--- src/design/rcs_pkg.sv ---
// package for the reset and clock sequencer: register map, field layout, timing
// assumes a 200 MHz system clock and a 32-bit AXI4-Lite register bus
package rcs_pkg;
  localparam int unsigned CLK_MHZ            = 200;
  localparam logic [7:0]  ADDR_TRIM_HIGH     = 8'h00;
  localparam logic [7:0]  ADDR_SYS_STATUS    = 8'h04;
  localparam logic [7:0]  ADDR_SEQ_CONFIG    = 8'h08;
  localparam logic [7:0]  ADDR_SEQ_STATUS    = 8'h0C;
  localparam logic [7:0]  TRIM_HIGH_RESET    = 8'hFF;
  localparam logic [1:0]  TRIM_LOW_RESET     = 2'h3;
  localparam int unsigned TRIM_LOW_LSB       = 5;
  localparam int unsigned TRIM_LOW_MSB       = 6;
  localparam int unsigned DELAY_SHORT        = 256;
  localparam int unsigned DELAY_LONG         = 4096;
  localparam int unsigned FETCH_CYCLES       = 2;
  localparam int unsigned PLL_STARTUP_US     = 1000;
  localparam int unsigned PLL_STARTUP_CYC    = PLL_STARTUP_US * CLK_MHZ;
  localparam int unsigned WDG_PULSE_NS       = 20000;
  localparam int unsigned WDG_PULSE_CYC      = (WDG_PULSE_NS * CLK_MHZ + 999) / 1000;
  localparam logic [1:0]  RESP_OKAY          = 2'b00;
  localparam logic [1:0]  RESP_SLVERR        = 2'b10;
  // clock source selection, fixed by configuration
  localparam logic [1:0]  SRC_EXT_CLOCK      = 2'd0;
  localparam logic [1:0]  SRC_RESONATOR      = 2'd1;
  localparam logic [1:0]  SRC_INTERNAL_RC    = 2'd2;
  localparam logic [1:0]  SRC_DEFAULT_PIN    = 2'd3;
  typedef enum logic [1:0] {
    RCS_RUN    = 2'b00,
    RCS_ACTIVE = 2'b01,
    RCS_DELAY  = 2'b11,
    RCS_FETCH  = 2'b10
  } rcs_phase_e;
endpackage

--- src/design/rcs_reset_clock_sequencer.sv ---
// reset sequence manager with clock-source selection and rc trim registers
// assumes a synchronous active-low reset, inputs synchronous to mclk_i, AXI4-Lite master
// How it works
// trim high register: 00h is fastest rc frequency, FFh slowest
// ten-bit trim is high register bits plus status bits 6:5
// software reloads the trim after every reset
// software tunes by binary search starting at 80h
// main clock comes from one configured source
// external clock drives oscillator input pin, second pin grounded
// unused oscillator block routes fixed port pin as external clock
// resonator oscillator keeps running during reset
// internal rc selected means both oscillator pins grounded
// pin, low-voltage and watchdog requests each start a reset
// illegal opcode or prefix also starts a reset
// every source drives reset pin; pin held low through delay phase
// after reset the start address comes from the top two-byte vector
// sequence runs active phase, delay phase, vector fetch in order
// delay is 256 cycles for rc or external clock, 4096 for resonator
// vector fetch lasts exactly two cycles
// enabled pll adds a startup delay on top of the count
// reset pin is open-drain, device only ever pulls it low
// low on reset pin is caught without a running clock; the code samples the pin on mclk_i only
// board holds reset low while program memory is blank
// every reset returns trim high register to all ones
// watchdog underflow drives reset pin low for a minimum pulse
// a new request during delay or fetch restarts the sequence
// internal reset release is synchronised to the selected clock
module rcs_reset_clock_sequencer
  import rcs_pkg::*;
#(
  parameter int unsigned PLL_STARTUP = PLL_STARTUP_CYC
)(
  // clock and reset
  input  wire logic        mclk_i,
  input  wire logic        rst_n_i,
  // configuration options
  input  wire logic [1:0]  clk_source_i,
  input  wire logic        pll_enable_i,
  // reset requests
  input  wire logic        reset_pin_n_i,
  input  wire logic        low_voltage_detector_i,
  input  wire logic        watchdog_underflow_i,
  input  wire logic        illegal_opcode_i,
  // reset pin drive, open drain
  output logic             reset_pin_o,
  output logic             reset_pin_oe_o,
  // core side
  output logic             core_reset_n_o,
  output logic             vector_fetch_o,
  output logic             vector_addr_lsb_o,
  output logic [9:0]       rc_trim_o,
  output logic             resonator_run_o,
  output logic             use_default_ext_pin_o,
  // axi4-lite slave
  input  wire logic        s_axi_awvalid,
  output logic             s_axi_awready,
  input  wire logic [7:0]  s_axi_awaddr,
  input  wire logic        s_axi_wvalid,
  output logic             s_axi_wready,
  input  wire logic [31:0] s_axi_wdata,
  input  wire logic [3:0]  s_axi_wstrb,
  output logic             s_axi_bvalid,
  input  wire logic        s_axi_bready,
  output logic [1:0]       s_axi_bresp,
  input  wire logic        s_axi_arvalid,
  output logic             s_axi_arready,
  input  wire logic [7:0]  s_axi_araddr,
  output logic             s_axi_rvalid,
  input  wire logic        s_axi_rready,
  output logic [31:0]      s_axi_rdata,
  output logic [1:0]       s_axi_rresp
);
  localparam int unsigned CW = $clog2(DELAY_LONG + PLL_STARTUP + 1);

  if (PLL_STARTUP < 1 || CW > 31)
  begin
    $error("PLL_STARTUP out of range");
  end

  rcs_phase_e      phase_reg;
  logic [CW-1:0]   count_reg;
  logic [7:0]      trim_high_reg;
  logic [1:0]      trim_low_reg;
  logic [15:0]     wdg_cnt_reg;
  logic            wdg_seen_reg;
  logic            lvd_seen_reg;
  logic            aw_got_reg;
  logic            w_got_reg;
  logic [7:0]      aw_addr_reg;
  logic [31:0]     w_data_reg;
  logic [3:0]      w_strb_reg;
  logic            seq_reset;
  logic            request;
  logic [CW-1:0]   delay_load;

  // the pin is taken as a level and sampled on mclk_i; the reset port is synchronous too;
  // our own pull reads back low, so it is masked or the sequence would never end
  assign request = (!reset_pin_n_i && !reset_pin_oe_o) || low_voltage_detector_i
                   || watchdog_underflow_i || illegal_opcode_i;
  assign seq_reset = !rst_n_i || phase_reg != RCS_RUN;

  always_comb
  begin
    delay_load = (clk_source_i == SRC_RESONATOR) ? CW'(DELAY_LONG) : CW'(DELAY_SHORT);
    if (pll_enable_i)
      delay_load = delay_load + CW'(PLL_STARTUP);
  end

  // sequencer
  always_ff @(posedge mclk_i)
  begin
    if (!rst_n_i)
    begin
      phase_reg <= RCS_ACTIVE;
      count_reg <= '0;
    end
    else if (request)
    begin
      phase_reg <= RCS_ACTIVE;
      count_reg <= '0;
    end
    else
    begin
      unique case (phase_reg)
        RCS_ACTIVE:
        begin
          phase_reg <= RCS_DELAY;
          count_reg <= delay_load - CW'(1);
        end
        RCS_DELAY:
        begin
          if (count_reg == '0)
          begin
            phase_reg <= RCS_FETCH;
            count_reg <= CW'(FETCH_CYCLES - 1);
          end
          else
            count_reg <= count_reg - CW'(1);
        end
        RCS_FETCH:
        begin
          if (count_reg == '0)
            phase_reg <= RCS_RUN;
          else
            count_reg <= count_reg - CW'(1);
        end
        RCS_RUN:
        begin
          count_reg <= '0;
        end
      endcase
    end
  end

  // watchdog pulse stretcher keeps the pin low for the minimum width
  always_ff @(posedge mclk_i)
  begin
    if (!rst_n_i)
      wdg_cnt_reg <= '0;
    else if (watchdog_underflow_i)
      wdg_cnt_reg <= 16'(WDG_PULSE_CYC);
    else if (wdg_cnt_reg != '0)
      wdg_cnt_reg <= wdg_cnt_reg - 16'h0001;
  end

  // outputs toward pin and core
  always_ff @(posedge mclk_i)
  begin
    if (!rst_n_i)
    begin
      reset_pin_oe_o    <= 1'b1;
      reset_pin_o       <= 1'b0;
      core_reset_n_o    <= 1'b0;
      vector_fetch_o    <= 1'b0;
      vector_addr_lsb_o <= 1'b0;
    end
    else
    begin
      reset_pin_o       <= 1'b0;
      reset_pin_oe_o    <= request || phase_reg == RCS_ACTIVE || phase_reg == RCS_DELAY
                           || wdg_cnt_reg != '0;
      core_reset_n_o    <= !request && phase_reg == RCS_RUN;
      vector_fetch_o    <= !request && phase_reg == RCS_FETCH;
      // lsb 0 then 1 selects the high and low vector bytes in turn
      vector_addr_lsb_o <= !request && phase_reg == RCS_FETCH && count_reg == '0;
    end
  end

  // clock routing: resonator never stopped by reset
  always_ff @(posedge mclk_i)
  begin
    resonator_run_o       <= clk_source_i == SRC_RESONATOR;
    use_default_ext_pin_o <= clk_source_i == SRC_DEFAULT_PIN;
  end

  // register bus write path
  logic do_write;
  assign do_write = aw_got_reg && w_got_reg && !s_axi_bvalid;

  always_ff @(posedge mclk_i)
  begin
    if (!rst_n_i)
    begin
      aw_got_reg   <= 1'b0;
      w_got_reg    <= 1'b0;
      aw_addr_reg  <= '0;
      w_data_reg   <= '0;
      w_strb_reg   <= '0;
      s_axi_bvalid <= 1'b0;
      s_axi_bresp  <= RESP_OKAY;
      s_axi_awready <= 1'b1;
      s_axi_wready  <= 1'b1;
    end
    else
    begin
      if (s_axi_awvalid && s_axi_awready)
      begin
        aw_got_reg  <= 1'b1;
        aw_addr_reg <= s_axi_awaddr;
        s_axi_awready <= 1'b0;
      end
      if (s_axi_wvalid && s_axi_wready)
      begin
        s_axi_wready <= 1'b0;
        w_got_reg  <= 1'b1;
        w_data_reg <= s_axi_wdata;
        w_strb_reg <= s_axi_wstrb;
      end
      if (do_write)
      begin
        aw_got_reg   <= 1'b0;
        w_got_reg    <= 1'b0;
        s_axi_bvalid <= 1'b1;
        s_axi_bresp  <= (aw_addr_reg == ADDR_TRIM_HIGH || aw_addr_reg == ADDR_SYS_STATUS
                         || aw_addr_reg == ADDR_SEQ_CONFIG || aw_addr_reg == ADDR_SEQ_STATUS)
                        ? RESP_OKAY : RESP_SLVERR;
      end
      else if (s_axi_bvalid && s_axi_bready)
      begin
        s_axi_bvalid  <= 1'b0;
        s_axi_awready <= 1'b1;
        s_axi_wready  <= 1'b1;
      end
    end
  end

  // trim registers return to slowest setting on any reset
  always_ff @(posedge mclk_i)
  begin
    if (seq_reset)
    begin
      trim_high_reg <= TRIM_HIGH_RESET;
      trim_low_reg  <= TRIM_LOW_RESET;
    end
    else if (do_write && w_strb_reg[0])
    begin
      if (aw_addr_reg == ADDR_TRIM_HIGH)
        trim_high_reg <= w_data_reg[7:0];
      if (aw_addr_reg == ADDR_SYS_STATUS)
        trim_low_reg <= w_data_reg[TRIM_LOW_MSB:TRIM_LOW_LSB];
    end
  end

  always_ff @(posedge mclk_i)
  begin
    if (!rst_n_i)
      rc_trim_o <= {TRIM_HIGH_RESET, TRIM_LOW_RESET};
    else
      rc_trim_o <= {trim_high_reg, trim_low_reg};
  end

  // cause flags survive the sequence so software can see watchdog and low-voltage causes
  always_ff @(posedge mclk_i)
  begin
    if (!rst_n_i)
    begin
      wdg_seen_reg <= 1'b0;
      lvd_seen_reg <= 1'b0;
    end
    else
    begin
      if (watchdog_underflow_i)
        wdg_seen_reg <= 1'b1;
      else if (do_write && aw_addr_reg == ADDR_SEQ_STATUS)
        wdg_seen_reg <= 1'b0;
      if (low_voltage_detector_i)
        lvd_seen_reg <= 1'b1;
      else if (do_write && aw_addr_reg == ADDR_SEQ_STATUS)
        lvd_seen_reg <= 1'b0;
    end
  end

  // register bus read path, one cycle answer
  always_ff @(posedge mclk_i)
  begin
    if (!rst_n_i)
    begin
      s_axi_rvalid <= 1'b0;
      s_axi_rdata  <= '0;
      s_axi_rresp  <= RESP_OKAY;
      s_axi_arready <= 1'b1;
    end
    else if (s_axi_arvalid && s_axi_arready)
    begin
      s_axi_arready <= 1'b0;
      s_axi_rvalid <= 1'b1;
      s_axi_rresp  <= RESP_OKAY;
      s_axi_rdata  <= '0;
      unique case (s_axi_araddr)
        ADDR_TRIM_HIGH:  s_axi_rdata <= {24'h0000_00, trim_high_reg};
        ADDR_SYS_STATUS: s_axi_rdata <= {25'h000_0000, trim_low_reg, 5'h00};
        ADDR_SEQ_CONFIG: s_axi_rdata <= {29'h0000_0000, pll_enable_i, clk_source_i};
        ADDR_SEQ_STATUS: s_axi_rdata <= {28'h000_0000, lvd_seen_reg, wdg_seen_reg,
                                         phase_reg};
        default:         s_axi_rresp <= RESP_SLVERR;
      endcase
    end
    else if (s_axi_rvalid && s_axi_rready)
    begin
      s_axi_rvalid  <= 1'b0;
      s_axi_arready <= 1'b1;
    end
  end
endmodule

--- config.mk ---
export PLATFORM = sky130hd
export DESIGN_NAME = rcs_reset_clock_sequencer
export DESIGN_NICKNAME = d
export VERILOG_FILES = /design/src/design/rcs_pkg.sv /design/src/design/rcs_reset_clock_sequencer.sv
export SDC_FILE = /design/constraint.sdc
export NUM_CORES = 1
export LEC_CHECK = 0
export BUFFER_PORTS_ARGS = -buffer_cell sky130_fd_sc_hd__buf_2
export CAP_MARGIN = 10
export CORE_UTILIZATION = 50
export CTS_CLUSTER_DIAMETER = 50
export DETAILED_ROUTE_END_ITERATION = 16
export GPL_TIMING_DRIVEN = 0
export PLACE_DENSITY = 0.77
export SLEW_MARGIN = 20
export SYNTH_ARGS = -nofsm -noshare
export SYNTH_HDL_FRONTEND = slang
export SYNTH_SLANG_ARGS = --single-unit
--- constraint.sdc ---
create_clock -name mclk_i -period 4.95 [get_ports mclk_i]
set_clock_uncertainty 0.15 [all_clocks]
set_input_delay 0.99 -clock mclk_i [delete_from_list [all_inputs] [get_ports mclk_i]]
set_output_delay 0.99 -clock mclk_i [all_outputs]
set_load 0.01 [all_outputs]
Word level (Yosys, flattened, before mapping). Index checks and enable logic that the tools add are counted.

$add $sub $neg: 4. Eq/ne operators: 14. Mux-type cells: 28. Bitwise operators: 1. Reduce and logical (&&, ||, !) cells: 47.

Operator list (number): $pmux W18 S4 (1); $mux W18 (3); $sub A18 B1 Y18 const B (2); $eq A8 B4 Y1 const B (4); $pmux W8 S4 (1); $mux W12 (2); $add A14 B17 Y18 const B (1); $logic_not A18 Y1 (1); $eq A8 B3 Y1 const B (2); $logic_not A8 Y1 (2); $reduce_bool A16 Y1 (1); $sub A16 B1 Y16 const B (1); $mux W1 (15); $logic_and A1 B1 Y1 (13); $mux W13 (1); $reduce_bool A2 Y1 (6); $logic_or A1 B1 Y1 (10); $mux W2 (4); $eq A2 B2 Y1 const B (3); $ne A2 B2 Y1 const B (3); $pmux W2 S3 (1); $reduce_or A2 Y1 (3); $logic_not A1 Y1 (5); $eq A2 B1 Y1 const B (2); other kinds (6) (7).

Register bits: 124. Input bits: 66. Output and inout bits: 58. Word-level logic and storage cells: 122.

Depth between registers and ports, before layout.
Word-level depth: 8. Depth in mapped cells: 8. Depth with buffers taken out: 7.

Worst setup path before layout. OpenSTA, ideal clock, no wires.

Kind: reg2reg. From: register count_reg[4]. To: register count_reg[12]. Setup time: 0.091 ns. Arrival time: 2.013 ns. Data required time: 4.709 ns. Slack: 2.696 ns. Cell stages (with the launch flop): 5. Path buffers: 0. Clock period less this slack: 2.254 ns. Cells stage by stage: dfxtp_1 -> or4_4 -> or3_4 -> or4_1 -> a311oi_1.

Longest elaborated chain between the ends: 3. Elaborated cells between the ends (all ways): 6. Those cells by class: add/sub: 1; eq/ne: 1; mux: 3; reduce/logical: 1.

RTL lines: start, declared (line rcs_reset_clock_sequencer.sv:81) `logic [CW-1:0] count_reg;`; start signal, assigned (line rcs_reset_clock_sequencer.sv:128) `count_reg <= delay_load - CW'(1);`; start signal, assigned (line rcs_reset_clock_sequencer.sv:135) `count_reg <= CW'(FETCH_CYCLES - 1);`; start signal, assigned (line rcs_reset_clock_sequencer.sv:138) `count_reg <= count_reg - CW'(1);`; $sub A18 B1 Y18 or $logic_not A18 Y1 (tied branches); $mux W18, on equally long branches (line rcs_reset_clock_sequencer.sv:142, rcs_reset_clock_sequencer.sv:132); $pmux W18 S4 (line rcs_reset_clock_sequencer.sv:124) `unique case (phase_reg)`.

Several ways; a longest one is shown, not always the timed one. The select of a mux whose other input is x is not followed. A chain may end at the register's enable or synchronous reset.

Worst setup path after layout.
From: register count_reg[0]. To: register count_reg[6].

Same word-level chain as after synthesis.

==> results.sh <==
export IMPL_run_status="complete, no violations"
export IMPL_layout_filler_cells=732
export IMPL_synthesis_yosys_warnings=0
export IMPL_worst_path_buf_inv=2
export IMPL_post_synth_edffs=0
export IMPL_cp_slowest_cell="nor4b_1"
export IMPL_worst_r2r_endpoint="count_reg[6]"
export IMPL_worstPathMaxFanout=10
export IMPL_cts_root_buffer_cell="clkbuf_8"
export IMPL_vias_in_the_first_global_route=3341
export IMPL_port_buffer_count=65
export IMPL_height_of_the_chip_um=95.5
export IMPL_layout_core_utilization_pct=61.7
export IMPL_reg2reg_setup_slack_ns=2.21
export IMPL_post_dp_cell_area_um2=4930
export IMPL_post_drt_wl_per_cell_um=13.3
export IMPL_netSwitchingPower_uw=466
export IMPL_power_density_cell_area_nw_per_um2=318
export IMPL_cts_resized=0
export IMPL_worstSetupStartpointType="flip-flop"
export IMPL_maxCapViolCount=0
export IMPL_dpl_hpwl_mm=7.11
export IMPL_avgSynthCellArea_um2=8.73
export IMPL_post_cts_setup_buffers=0
export IMPL_max_vdd_ir_drop_uv=195
export IMPL_design_die_area_um2=9130
export IMPL_synth_area_top_cells="dfxtp_1 (45%), nand2_1 (5.0%), buf_4 (4.6%), a21boi_0 (3.6%), mux2i_1 (3.2%)"
export IMPL_floorplan_initialDensity_pct=52.4
export IMPL_share_clk_of_total_power_pct=34.2
export IMPL_register_to_register_path_depth=8
export IMPL_global_route_overflow_total=0
export IMPL_report_final_slew_viol_count=0
export IMPL_netlist_cell_type_count=51
export IMPL_cts_buffers=9
export IMPL_r2r_start="count_reg[0]"
export IMPL_dp_slack_ns=2.28
export IMPL_hold_viol_final=0
export IMPL_design_final_nets=676
export IMPL_via_count=3679
export IMPL_antenna_cells=0
export IMPL_share_of_post_route_cells_with_drive_strength_above_1_pct=19.1
export IMPL_power_internal_mw=1.17
export IMPL_delay_of_the_slowest_critical_path_stage_ns=0.81
export IMPL_startpoint="count_reg[0]"
export IMPL_cp_class="flip-flop to flip-flop"
export IMPL_pin_slew_with_the_least_headroom_to_its_limit_ns=0.938
export IMPL_worstHoldPathType="flip-flop to flip-flop"
export IMPL_clk_pin_slew_worst_paths_ns=0.11
export IMPL_drt_antenna_violating_nets=0
export IMPL_core_um2=8340
export IMPL_synth_most_common_cell="dfxtp_1"
export IMPL_drt_iter0_markers=152
export IMPL_critical_path_cell_count=8
export IMPL_drt_pass1_iterations=4
export IMPL_endpoint_kind="flip-flop"
export IMPL_rsz_0062_raised_after_global_routing="false"
export IMPL_synth_seq_area_share_pct=44.9
export IMPL_holdWs_ns=0.317
export IMPL_leakagePower_nw=2.26
export IMPL_cts_tree="yes"
export IMPL_yosysTopAreaCellShare_pct=44.9
export IMPL_clock_path_buffers=2
export IMPL_maxClockFrequency_mhz=365
export IMPL_floorplan_io_pins=124
export IMPL_grt_start_max_net_pins=20
export IMPL_postSynthRegisterBits=98
export IMPL_total_placed_cells_including_tap_cells=697
export IMPL_post_synth_instance_area_um2=4370
export IMPL_area_delta_synth_final_pct=17.6
export IMPL_worst_setup_path_endpoint="count_reg[6]"
export IMPL_fin_tns_setup_ns=0
export IMPL_post_route_cell_area_um2=5140
export IMPL_post_route_min_period_ns=2.74
export IMPL_total_power_mw=1.64
export IMPL_placement_rows=33
export IMPL_dieWidth_um=95.5
export IMPL_grt_antenna_before_repair=0
export IMPL_synth_largest_area_cell="dfxtp_1"
export IMPL_timing_critical_path_arrival_ns=2.84
export IMPL_grt_first_pass_wirelength_mm=15.5
export IMPL_clock_sinks=98
export IMPL_total_wirelength_of_the_detailed_routed_design_mm=9.50
export IMPL_worst_endpoint_required_ns=5.05
export IMPL_synth_commonest_cells="dfxtp_1 (98), nand2_1 (58), nor2_1 (36), buf_4 (27), a21oi_1 (23)"
export IMPL_worst_skew_pair_late_latency_ns=0.38
export IMPL_h_tree_level_count=3
export IMPL_finalCritPeriodShare_pct=55.4
export IMPL_largest_register_ff_count=18
export IMPL_drt_vias_per_instance=5.16
export IMPL_final_cells=713
export IMPL_sequentialPowerShare_pct=51.4
export IMPL_power_share_combinational_pct=14.3
export IMPL_slew_headroom_pct=36.6
export IMPL_globalRouteTotalUtil_pct=22.1
export IMPL_netlist_instances=501
export IMPL_power_share_switching_pct=28.5
export IMPL_ys_flop_type="dfxtp_1"
export IMPL_finalSetupViolations=0
export IMPL_routabilityCongestion=0.878
export IMPL_ys_async_sr_fraction_pct=0
export IMPL_drt_drc_violations_left=0
export IMPL_timing_critical_path_cells="inv_1 > ha_1 > nor4b_1 > nor4b_1 > a21oi_1 > clkbuf_1 > a21oi_1 > nor2_1"
export IMPL_postLayoutSetupSlackWorst_ns=2.21
export IMPL_path_delay_family="simple AND/OR/NAND/NOR gates"
export IMPL_post_cts_hold_buffer_count=0
## cells in the final DEF, fill, tap and decap left out, types with 12 or more instances in the layout
master and count:
a21boi_0 21, mux2i_1 14, clkbuf_1 20, nand2_1 58, conb_1 27, inv_1 12, nand2b_1 14, nor3_1 21
buf_4 27, buf_2 65, xnor2_1 13, a21oi_1 23, nand3_1 18, o21ai_0 17, nor2_1 36, dfxtp_1 98
## cell type report
cell class / instances / area [µm²] / area share, %
Inverter: 12 / 45.0 / 0.875
Timing Repair Buffer: 65 / 325 / 6.32
Sequential cell: 98 / 1960 / 38.1
Multi-Input combinational cell: 368 / 2180 / 42.4
Tap cell: 105 / 131 / 2.55
Buffer: 49 / 285 / 5.54
Clock buffer: 9 / 124 / 2.41
Clock inverter: 7 / 92.6 / 1.80
## power groups by stage
stage               Combinational (mW)  Sequential, mW  Clock, mW
floorplan                        0.175           0.856          0
global placement                 0.225           0.858          0
detailed placement               0.231           0.860          0
CTS                              0.234           0.842      0.570
global route                     0.263           0.847      0.605
finish                           0.234           0.842      0.560
## cells by family (layout without fill, tap and decap cells)
group	Yosys count	count (layout)	synth area share, %
other	1	27	0.0857
AND/OR/NAND/NOR	202	202	23.3
adder cells (fa/ha/maj)	7	7	2.00
XOR/XNOR	24	24	4.81
flip-flops	98	98	44.9
multiplexers	17	17	3.98
buffers and inverters	61	142	7.55
AO/OA/AOI/OAI	91	91	13.4
## worst register-to-register path, delay by kind of cell (launching register included)
kind,cells,cell delay [ns]
and+or+nand+nor,3,1.15
DFF,1,0.35
adders and majority gates,1,0.14
buffers and inverters,2,0.38
AOI/OAI and AO/OA,2,0.46
## routing by layer
layer,track usage [%],vias up,part of all wire [%]
met4,10.6,0,2.2
met1,28.0,1691,45
met2,36.8,95,48
met3,3.35,19,4.6
met5,0,-,0
li1,-,1874,-
## how the worst min path moves through the flow
stage                    start              to  cells after the start
2_1_floorplan  trim_low_reg[0]    rc_trim_o[0]                      1
3_3_place_gp    aw_addr_reg[7]  aw_addr_reg[7]                      2
5_1_grt         aw_addr_reg[4]  aw_addr_reg[4]                      2
6_report        aw_addr_reg[7]  aw_addr_reg[7]                      2
3_5_place_dp    aw_addr_reg[7]  aw_addr_reg[7]                      2
4_1_cts         aw_addr_reg[7]  aw_addr_reg[7]                      2
Note: power is estimated with default switching activity, not from simulation.
